**src/design/scm_pkg.sv**
```systemverilog
// package: constants, layouts and types of the host bus port
`default_nettype none
package scm_pkg;

    ////////////////////////////////////////////////////////////////////////////////
    // window offsets relative to the peripheral base, in bytes
    localparam logic [15:0] WIN_LO_OFF     = 16'h0200;   // 512
    localparam logic [15:0] WIN_HI_OFF     = 16'h037f;   // 895
    localparam logic [15:0] TX_DMA16_OFF   = 16'h0200;   // 512
    localparam logic [15:0] TX_DMA8_OFF    = 16'h0240;   // 576
    localparam logic [15:0] RX_DMA16_OFF   = 16'h0280;   // 640
    localparam logic [15:0] RX_DMA8_OFF    = 16'h02c0;   // 704
    localparam logic [15:0] SER_LO_OFF     = 16'h0300;   // 768
    localparam logic [15:0] SER_HI_OFF     = 16'h0340;   // 832
    localparam logic [15:0] BASE_DEFAULT   = 16'h0000;

    // address bit positions inside the window offset
    localparam int          CD_SEL_BIT     = 7;          // command/data select
    localparam int          SPACE_SEL_BIT  = 8;          // space select
    localparam int          BYTE_REG_BIT   = 6;          // 8-bit region inside dma space

    // memory geometry
    localparam int          MEM_AW         = 7;
    localparam int          MEM_DW         = 16;
    localparam int          MEM_DEPTH      = 128;

    // register indexes inside the serial command region (word index)
    localparam logic [4:0]  MODEM_IDX      = 5'h00;
    localparam logic [4:0]  STATUS_IDX     = 5'h01;

    // bus setup word fields and reset
    localparam int          CFG_NOADDR_BIT = 15;
    localparam int          CFG_DMA_HI     = 7;
    localparam int          CFG_DMA_LO     = 6;
    localparam int          CFG_IACK_HI    = 5;
    localparam int          CFG_IACK_LO    = 4;
    localparam int          CFG_BREQ_BIT   = 3;
    localparam int          CFG_WIDE_BIT   = 2;
    localparam int          CFG_IRQ_BIT    = 1;
    localparam int          CFG_SHR_BIT    = 0;
    localparam logic [15:0] CFG_RESET      = 16'h0000;
    localparam logic [15:0] CFG_RECOMMEND  = 16'h00f7;
    localparam logic [1:0]  DMA_SWAP_MODE  = 2'h3;
    localparam logic [1:0]  IACK_DOUBLE    = 2'h3;

    // read pipeline length in cycles, memory latency plus output register
    localparam logic [1:0]  RD_LAT         = 2'h2;

    ////////////////////////////////////////////////////////////////////////////////
    typedef struct packed {
        logic        no_sep_addr;
        logic [6:0]  must_zero;
        logic [1:0]  dma_lane;
        logic [1:0]  iack_mode;
        logic        breq_push;
        logic        wide_bus;
        logic        irq_od;
        logic        shift_right;
    } scm_cfg_t;

    typedef struct packed {
        logic              we;
        logic [1:0]        be;
        logic [MEM_AW-1:0] addr;
        logic [MEM_DW-1:0] wdata;
    } scm_mem_req_t;

    typedef enum logic [1:0] {
        SCM_IDLE  = 2'b00,
        SCM_READ  = 2'b01,
        SCM_DRIVE = 2'b10
    } scm_rd_state_t;

endpackage
`default_nettype wire

```
**src/design/scm_regmem.sv**
```systemverilog
// register storage of the dma and serial regions with byte enables
`default_nettype none
module scm_regmem (
    input  wire logic                        clk_i,
    input  wire scm_pkg::scm_mem_req_t       req_i,
    input  wire logic                        req_vld_i,
    output logic [scm_pkg::MEM_DW-1:0]       rdata_o
);
    logic [scm_pkg::MEM_DW-1:0] mem [scm_pkg::MEM_DEPTH];
    logic [scm_pkg::MEM_DW-1:0] rdata_r;

    always_ff @(posedge clk_i) begin
        if (req_vld_i && req_i.we && req_i.be[0]) begin
            mem[req_i.addr][7:0] <= req_i.wdata[7:0];
        end
        if (req_vld_i && req_i.we && req_i.be[1]) begin
            mem[req_i.addr][15:8] <= req_i.wdata[15:8];
        end
        rdata_r <= mem[req_i.addr];
    end

    assign rdata_o = rdata_r;
endmodule
`default_nettype wire

```
**src/design/scm_iack.sv**
```systemverilog
// interrupt acknowledge pulse counter, single or double pulsed
`default_nettype none
module scm_iack (
    input  wire logic       clk_i,
    input  wire logic       rst_n_i,
    input  wire logic [1:0] mode_i,
    input  wire logic       ack_n_i,
    output logic            answer_o
);
    logic ack_n_r;
    logic ack_n_nxt;
    logic second_r;
    logic second_nxt;
    logic answer_r;
    logic answer_nxt;

    always_comb begin
        ack_n_nxt  = ack_n_i;
        second_nxt = second_r;
        answer_nxt = answer_r;
        if (ack_n_r && !ack_n_i) begin
            if (mode_i == scm_pkg::IACK_DOUBLE) begin
                // first pulse only arms, the vector goes out on the second
                second_nxt = !second_r;
                answer_nxt = second_r;
            end else begin
                second_nxt = 1'b0;
                answer_nxt = 1'b1;
            end
        end else if (ack_n_i) begin
            answer_nxt = 1'b0;
        end
    end

    always_ff @(posedge clk_i) begin
        if (!rst_n_i) begin
            ack_n_r  <= 1'b1;
            second_r <= 1'b0;
            answer_r <= 1'b0;
        end else begin
            ack_n_r  <= ack_n_nxt;
            second_r <= second_nxt;
            answer_r <= answer_nxt;
        end
    end

    assign answer_o = answer_r;
endmodule
`default_nettype wire

```
**src/design/scm_host_port.sv**
```systemverilog
// host bus slave port of the serial controller with internal dma
//
// Function
// - first write in the window after reset loads the bus setup word.
// - command/data select follows A7, space select follows A8.
// - space select high at setup write picks wait style on wait/ready pin.
// - setup bit 15 one means no separate address on upper pins.
// - setup bits 7:6 at 11 give word or lane-alternating byte dma.
// - setup bits 5:4 at 11 give double-pulsed acknowledge handling.
// - address strobe activity switches the port to multiplexed operation.
// - access width comes from the address region, 16-bit or either byte lane.
// - window spans base+512 to base+895.
// - base+512..575 word, base+576..639 byte access to transmit dma registers.
// - base+640..703 word, base+704..767 byte access to receive dma registers.
// - base+768..895 maps serial controller registers, word access only.
// - bus clock never feeds the baud generators; bit clocks come on own pins.
// - transfer request pins act as modem outputs, undriven after reset.
`default_nettype none
module scm_host_port #(
    parameter logic [15:0] PERIPH_BASE = scm_pkg::BASE_DEFAULT
) (
    input  wire logic        CLK_SYS_I,
    input  wire logic        RST_N_I,
    input  wire logic [15:0] AD_I,
    output logic      [15:0] AD_O,
    output logic             AD_OE_O,
    input  wire logic        ADDRESS_STROBE_N_I,
    input  wire logic        DEV_SEL_N_I,
    input  wire logic        RD_N_I,
    input  wire logic        WR_N_I,
    output logic             WAIT_RDY_O,
    input  wire logic        IRQ_ACKNOWLEDGE_INPUT_N_I,
    output logic             IACK_ANSWER_O,
    input  wire logic        IRQ_PEND_I,
    output logic             IRQ_N_O,
    output logic             IRQ_N_OE_O,
    input  wire logic        BUS_NEED_I,
    output logic             BUS_OWNERSHIP_REQUEST_N_O,
    output logic             BUS_OWNERSHIP_REQUEST_N_OE_O,
    output logic             TRANSMIT_TRANSFER_REQUEST_N_O,
    output logic             TRANSMIT_TRANSFER_REQUEST_N_OE_O,
    output logic             RECEIVE_TRANSFER_REQUEST_N_O,
    output logic             RECEIVE_TRANSFER_REQUEST_N_OE_O,
    output logic [1:0]       DMA_LANE_MODE_O,
    output logic             NO_SEP_ADDR_O,
    output logic             WIDE_BUS_O,
    output logic             MUX_MODE_O,
    output logic             SETUP_DONE_O
);

    ////////////////////////////////////////////////////////////////////////////////
    // decode helpers

    function automatic logic [15:0] win_offset(input logic [15:0] a);
        win_offset = a - PERIPH_BASE;
    endfunction

    function automatic logic in_window(input logic [15:0] off);
        in_window = (off >= scm_pkg::WIN_LO_OFF) && (off <= scm_pkg::WIN_HI_OFF);
    endfunction

    // 8-bit access only in the upper half of each dma region
    function automatic logic byte_region(input logic [15:0] off);
        byte_region = !off[scm_pkg::SPACE_SEL_BIT] && off[scm_pkg::BYTE_REG_BIT];
    endfunction

    // word index and byte lane of the register, per address shift mode
    function automatic logic [5:0] reg_word(input logic [15:0] off, input logic shr);
        if (shr) begin
            reg_word = {off[0], off[5:1]};
        end else begin
            reg_word = {off[1], off[6:2]};
        end
    endfunction

    ////////////////////////////////////////////////////////////////////////////////
    // state

    logic                       as_n_r, as_n_nxt;
    logic                       wr_n_r, wr_n_nxt;
    logic                       rd_n_r, rd_n_nxt;
    logic [15:0]                addr_r, addr_nxt;
    logic                       mux_r, mux_nxt;
    scm_pkg::scm_cfg_t          cfg_r, cfg_nxt;
    logic                       done_r, done_nxt;
    logic                       wstyle_r, wstyle_nxt;
    scm_pkg::scm_rd_state_t     rst_r, rst_nxt;
    logic                       stat_sel_r, stat_sel_nxt;
    logic [15:0]                ad_o_r, ad_o_nxt;
    logic                       ad_oe_r, ad_oe_nxt;
    logic                       wrdy_r, wrdy_nxt;
    logic                       irq_r, irq_nxt;
    logic                       irq_oe_r, irq_oe_nxt;
    logic                       breq_r, breq_nxt;
    logic                       breq_oe_r, breq_oe_nxt;
    logic [3:0]                 modem_r, modem_nxt;
    scm_pkg::scm_mem_req_t      mreq;
    logic                       mreq_vld;
    logic [15:0]                mem_rdata;
    logic                       iack_ans;
    logic                       iack_r;

    logic [15:0]                off;
    logic [5:0]                 wsel;
    logic                       cycle_ok;

    scm_regmem u_regmem (
        .clk_i     (CLK_SYS_I),
        .req_i     (mreq),
        .req_vld_i (mreq_vld),
        .rdata_o   (mem_rdata)
    );

    scm_iack u_iack (
        .clk_i    (CLK_SYS_I),
        .rst_n_i  (RST_N_I),
        .mode_i   (cfg_r.iack_mode),
        .ack_n_i  (IRQ_ACKNOWLEDGE_INPUT_N_I),
        .answer_o (iack_ans)
    );

    ////////////////////////////////////////////////////////////////////////////////
    // next-state logic

    always_comb begin
        off          = win_offset(addr_r);
        wsel         = reg_word(off, cfg_r.shift_right);
        cycle_ok     = !DEV_SEL_N_I && in_window(off);
        as_n_nxt     = ADDRESS_STROBE_N_I;
        wr_n_nxt     = WR_N_I;
        rd_n_nxt     = RD_N_I;
        addr_nxt     = addr_r;
        mux_nxt      = mux_r;
        cfg_nxt      = cfg_r;
        done_nxt     = done_r;
        wstyle_nxt   = wstyle_r;
        rst_nxt      = rst_r;
        stat_sel_nxt = stat_sel_r;
        ad_o_nxt     = ad_o_r;
        ad_oe_nxt    = ad_oe_r;
        modem_nxt    = modem_r;
        mreq_vld     = 1'b0;
        // A8 picks serial/dma space, A7 command/data, then the word inside
        mreq.addr    = {off[scm_pkg::SPACE_SEL_BIT], off[scm_pkg::CD_SEL_BIT], wsel[4:0]};
        mreq.we      = 1'b0;
        mreq.be      = 2'b11;
        mreq.wdata   = AD_I;

        // address phase: latch while the strobe is low
        if (!ADDRESS_STROBE_N_I) begin
            addr_nxt = AD_I;
        end
        if (as_n_r != ADDRESS_STROBE_N_I) begin
            mux_nxt = 1'b1;
        end

        // write taken on the falling edge of the write strobe
        if (wr_n_r && !WR_N_I && cycle_ok) begin
            if (!done_r) begin
                cfg_nxt    = scm_pkg::scm_cfg_t'(AD_I);
                done_nxt   = 1'b1;
                wstyle_nxt = off[scm_pkg::SPACE_SEL_BIT];
            end else begin
                mreq_vld = 1'b1;
                mreq.we  = 1'b1;
                if (byte_region(off)) begin
                    // even byte on low lane, odd byte on high lane
                    mreq.be    = wsel[5] ? 2'b10 : 2'b01;
                    if (!cfg_r.wide_bus) begin
                        mreq.wdata = {AD_I[7:0], AD_I[7:0]};
                    end
                end
                if (off[scm_pkg::SPACE_SEL_BIT] && !off[scm_pkg::CD_SEL_BIT]
                    && wsel[4:0] == scm_pkg::MODEM_IDX) begin
                    modem_nxt = AD_I[3:0];
                end
            end
        end

        // read: address the memory, then drive the registered word
        case (rst_r)
            scm_pkg::SCM_IDLE: begin
                ad_oe_nxt = 1'b0;
                if (rd_n_r && !RD_N_I && cycle_ok && done_r) begin
                    mreq_vld     = 1'b1;
                    stat_sel_nxt = off[scm_pkg::SPACE_SEL_BIT] && !off[scm_pkg::CD_SEL_BIT]
                                   && wsel[4:0] == scm_pkg::STATUS_IDX;
                    rst_nxt      = scm_pkg::SCM_READ;
                end
            end
            scm_pkg::SCM_READ: begin
                ad_o_nxt  = stat_sel_r ? {mux_r, done_r, wstyle_r, 5'h00, cfg_r[7:0]} : mem_rdata;
                ad_oe_nxt = !RD_N_I;
                rst_nxt   = RD_N_I ? scm_pkg::SCM_IDLE : scm_pkg::SCM_DRIVE;
            end
            scm_pkg::SCM_DRIVE: begin
                ad_oe_nxt = !RD_N_I;
                if (RD_N_I) begin
                    rst_nxt = scm_pkg::SCM_IDLE;
                end
            end
            default: begin
                rst_nxt = scm_pkg::SCM_IDLE;
            end
        endcase

        // wait style holds the cycle low while data is fetched, ready style the reverse
        if (wstyle_r) begin
            wrdy_nxt = !(rst_nxt == scm_pkg::SCM_READ);
        end else begin
            wrdy_nxt = (rst_nxt == scm_pkg::SCM_DRIVE);
        end

        // open-drain pins pull low only, push-pull pins always driven
        if (cfg_r.irq_od) begin
            irq_nxt    = 1'b0;
            irq_oe_nxt = IRQ_PEND_I;
        end else begin
            irq_nxt    = !IRQ_PEND_I;
            irq_oe_nxt = 1'b1;
        end
        if (!cfg_r.breq_push) begin
            breq_nxt    = 1'b0;
            breq_oe_nxt = BUS_NEED_I;
        end else begin
            breq_nxt    = !BUS_NEED_I;
            breq_oe_nxt = 1'b1;
        end
    end

    ////////////////////////////////////////////////////////////////////////////////
    // registers

    always_ff @(posedge CLK_SYS_I) begin
        if (!RST_N_I) begin
            as_n_r     <= 1'b1;
            wr_n_r     <= 1'b1;
            rd_n_r     <= 1'b1;
            addr_r     <= 16'h0000;
            mux_r      <= 1'b0;
            cfg_r      <= scm_pkg::scm_cfg_t'(scm_pkg::CFG_RESET);
            done_r     <= 1'b0;
            wstyle_r   <= 1'b0;
            rst_r      <= scm_pkg::SCM_IDLE;
            stat_sel_r <= 1'b0;
            ad_o_r     <= 16'h0000;
            ad_oe_r    <= 1'b0;
            wrdy_r     <= 1'b1;
            irq_r      <= 1'b0;
            irq_oe_r   <= 1'b0;
            breq_r     <= 1'b0;
            breq_oe_r  <= 1'b0;
            modem_r    <= 4'h0;
            iack_r     <= 1'b0;
        end else begin
            as_n_r     <= as_n_nxt;
            wr_n_r     <= wr_n_nxt;
            rd_n_r     <= rd_n_nxt;
            addr_r     <= addr_nxt;
            mux_r      <= mux_nxt;
            cfg_r      <= cfg_nxt;
            done_r     <= done_nxt;
            wstyle_r   <= wstyle_nxt;
            rst_r      <= rst_nxt;
            stat_sel_r <= stat_sel_nxt;
            ad_o_r     <= ad_o_nxt;
            ad_oe_r    <= ad_oe_nxt;
            wrdy_r     <= wrdy_nxt;
            irq_r      <= irq_nxt;
            irq_oe_r   <= irq_oe_nxt;
            breq_r     <= breq_nxt;
            breq_oe_r  <= breq_oe_nxt;
            modem_r    <= modem_nxt;
            iack_r     <= iack_ans;
        end
    end

    ////////////////////////////////////////////////////////////////////////////////
    // outputs; bit clocks for the baud generators arrive on the serial clock pins,
    // this port's clock is never offered to them

    assign AD_O                             = ad_o_r;
    assign AD_OE_O                          = ad_oe_r;
    assign WAIT_RDY_O                       = wrdy_r;
    assign IACK_ANSWER_O                    = iack_r;
    assign IRQ_N_O                          = irq_r;
    assign IRQ_N_OE_O                       = irq_oe_r;
    assign BUS_OWNERSHIP_REQUEST_N_O        = breq_r;
    assign BUS_OWNERSHIP_REQUEST_N_OE_O     = breq_oe_r;
    assign TRANSMIT_TRANSFER_REQUEST_N_O    = modem_r[1];
    assign TRANSMIT_TRANSFER_REQUEST_N_OE_O = modem_r[0];
    assign RECEIVE_TRANSFER_REQUEST_N_O     = modem_r[3];
    assign RECEIVE_TRANSFER_REQUEST_N_OE_O  = modem_r[2];
    assign DMA_LANE_MODE_O                  = cfg_r.dma_lane;
    assign NO_SEP_ADDR_O                    = cfg_r.no_sep_addr;
    assign WIDE_BUS_O                       = cfg_r.wide_bus;
    assign MUX_MODE_O                       = mux_r;
    assign SETUP_DONE_O                     = done_r;

endmodule
`default_nettype wire

```
**config.mk**
```make
export PLATFORM = sky130hd
export DESIGN_NAME = scm_host_port
export DESIGN_NICKNAME = d
export VERILOG_FILES = /design/src/design/scm_pkg.sv /design/src/design/scm_regmem.sv /design/src/design/scm_iack.sv /design/src/design/scm_host_port.sv
export SDC_FILE = /design/constraint.sdc
export NUM_CORES = 2
export LEC_CHECK = 0
export ABC_CLOCK_PERIOD_IN_PS = 5300
export BUFFER_PORTS_ARGS = -buffer_cell sky130_fd_sc_hd__buf_2
export CORE_UTILIZATION = 30
export DETAILED_ROUTE_END_ITERATION = 10
export SLEW_MARGIN = 20
export SYNTH_ARGS = -nofsm -noshare
export SYNTH_HDL_FRONTEND = slang
export SYNTH_SLANG_ARGS = --single-unit
```
**constraint.sdc**
```tcl
create_clock -name CLK_SYS_I -period 5.3 [get_ports CLK_SYS_I]
set_clock_uncertainty 0.15 [all_clocks]
set_input_delay 0 -clock CLK_SYS_I [delete_from_list [all_inputs] [get_ports CLK_SYS_I]]
set_output_delay 0 -clock CLK_SYS_I [all_outputs]
set_load 0.005 [all_outputs]
```
==> results.json <==
{
  "outcome": "finished clean",
  "slew_headroom_pct": 23.2,
  "clock.fmax_mhz": 227,
  "avgSynthCellArea_um2": 13.7,
  "grt_max_degree": 116,
  "final_cell_area_um2": 100000,
  "hold_path.class": "primary input to flop",
  "grt_pass1_wl_mm": 348,
  "drc_errors": 0,
  "routed_via_density": 4.95,
  "timing.setup.tns_ns": 0,
  "rsz0062_at_grt": "false",
  "start_util_pct": 30.1,
  "portBuffers": 57,
  "area_delta_synth_final_pct": 17.5,
  "grt_pass1_vias": 51700,
  "clock_latency_ns": 0.87,
  "max_cap_viol_count": 0,
  "setup_violations": 0,
  "vias": 53500,
  "cts_sinks": 2128,
  "yosys-top-cells-count": "edfxtp_1 (2048), nand2_1 (1512), nand3_1 (737)",
  "num_rows": 195,
  "syn-cell-area_um2": 85000,
  "place_congestion": 0.856,
  "drt_first_pass_iters": 6,
  "path_clk_slew_ns": 0.06,
  "grt_overflow": 0,
  "dpl_worst_slack_ns": 0.989,
  "peakVddDrop_mv": 0.301,
  "hold_slack_ns": 0.0684,
  "dp_hpwl_mm": 139,
  "core_area_um2": 282000,
  "path_max_fanout": 41,
  "drive_above_1_share_pct": 10.0,
  "yosys_warnings": 0,
  "hold_viol": 0,
  "synth-edff-count": 2048,
  "cp_data_arrival_time_ns": 4.94,
  "cp-end-kind": "flop",
  "drtIter0Drc": 5518,
  "cellLeakagePower_nw": 34.5,
  "cts_buffers": 205,
  "wire_per_inst_um": 21.9,
  "yosysMostFrequentCell": "edfxtp_1",
  "synth_top_area_share_pct": 72.3,
  "wl_mm": 237,
  "die_h_um": 534,
  "critical_path_required_ns": 5.84,
  "ys_seq_area_share_pct": 74.2,
  "path_class": "flop to flop",
  "nNetsFinal": 6934,
  "tightest_slew_ns": 1.15,
  "post-route-period-util_pct": 83.1,
  "ant_nets": 0,
  "final.min_clock_period_ns": 4.40,
  "antenna_found_initial": 5,
  "fp.dieW_um": 534,
  "postSynthCellCount": 6203,
  "power.density_nw_per_um2": 360,
  "ctsHtreeMaxLevel": 4,
  "synthDistinctLibCells": 67,
  "cts_tree": "built",
  "fp.dieArea_um2": 286000,
  "clock_path_buffers": 4,
  "ys_top_cells_by_area": "edfxtp_1 (72%), nand2_1 (6.7%), mux2i_1 (5.2%)",
  "finalPower_mw": 36.0,
  "cts_setup_buffers": 0,
  "synthArstFlopShare_pct": 0,
  "dpl_cell_area_um2": 92800,
  "cts_root_buf": "clkbuf_16",
  "yosys.area.top_type": "edfxtp_1",
  "start_kind": "flop",
  "io_pins": 58,
  "grt_use_total_pct": 16.1,
  "synth_seq_cells": 2128,
  "dominantRegCellSynth": "edfxtp_1",
  "drv_slew": 0,
  "setup_slack_ns": 0.896
}
-- worst max-delay path: stages, from the launching register on --
cell and delay (ns):
dfxtp_1 0.78, mux2i_4 0.52, buf_12 0.26, buf_4 0.31
buf_12 0.25, buf_4 0.28, nand3_1 0.10, a21o_1 0.23
a32o_1 0.21, a21oi_1 0.76, buf_4 0.26, nor4_2 0.04
-- final timing paths --
kind	startpoint	to	slack, ns	cells past startpoint
setup / recovery	cfg_r[0]	u_regmem.rdata_o[12]	0.90	11
hold / removal	AD_I[6]	u_regmem.mem[60][6]	0.07	2
hold reg to reg	u_iack.answer_o	IACK_ANSWER_O	0.30	1
setup reg to reg	cfg_r[0]	u_regmem.rdata_o[12]	0.90	11
-- stage by stage --
stage          cells  utilization (%)
2_1_floorplan   6714                -
3_3_place_gp   10400             32.9
3_5_place_dp   10400             32.9
4_1_cts        10800             35.4
5_1_grt        10800             35.4
6_report       10800             35.4
-- layout make-up --
cell class | instances | area (µm²)
inverters | 7 | 26.3
clock buffers | 254 | 5460
well taps | 3743 | 4680
flip-flops and latches | 2128 | 63100
fillers | 27100 | 182000
repair buffers | 395 | 3460
multi-input cells | 4168 | 22100
diodes | 3 | 7.51
clock inverters | 118 | 1150
-- cells in the final DEF, fill, tap and decap left out, types with 19 or more instances in the layout --
master         Yosys  layout
nor4_1            46      45
nor2b_1           47      47
a21o_1            19      19
nand2_1         1512    1510
bufinv_16          0      21
mux2i_1          442     439
a31oi_1           59      59
clkinv_1           0      38
clkbuf_16          0     208
conb_1             1     512
o21ai_0           45      45
dlygate4sd3_1      0      52
nor2_1           197     196
a221oi_1          56      56
a211o_1           23      23
edfxtp_1        2048    2048
dfxtp_1           80      80
a21oi_1          144     144
a211oi_1          46      46
buf_2            164      49
clkinv_2           0      44
buf_12             1      37
nand3_1          737     737
a32o_1            26      26
a221oi_2          29      29
nand4_1           40      40
clkbuf_1         170      36
buf_4             22     256
o21ai_1           60      60
-- logic make-up after synthesis --
| kind of cell | count (synthesis) | share of synthesized area, % |
|---|---|---|
| AO/OA/AOI/OAI | 561 | 4.67 |
| XOR/XNOR | 1 | 0.0103 |
| other | 1 | 0.00441 |
| flip-flops | 2128 | 74.2 |
| multiplexers | 454 | 5.37 |
| buffers and inverters | 418 | 2.34 |
| adder cells (fa/ha/maj) | 4 | 0.0589 |
| AND/OR/NAND/NOR | 2636 | 13.3 |
-- power breakdown --
part           internal [mW]  switching [mW]
Combinational          0.655            1.70
Clock                   8.33            6.30
Sequential              18.8           0.177
Total                   27.8            8.18
-- sequential cells by signal, indices dropped and copies added (netlist names), 2 cells and up --
| signal | flops |
|---|---|
| AD_O | 16 |
| DMA_LANE_MODE_O | 2 |
| addr_r | 16 |
| cfg_r | 5 |
| modem_r | 4 |
| rst_r | 2 |
| u_regmem.mem | 2048 |
| u_regmem.rdata_o | 16 |
-- routing by layer --
metal	track usage, %	wire (µm)	vias up
met1	21.9	100000	27100
li1	-	-	23900
met3	2.45	18100	386
met4	5.06	7010	4
met2	26.4	112000	2188
met5	0	27	-
-- repair_timing --
action,4_1_cts,5_1_grt
gates resized for setup,0,0
endpoints found under the hold margin,1155,0
hold buffers,52,0
(Power assumes the default switching activity.)
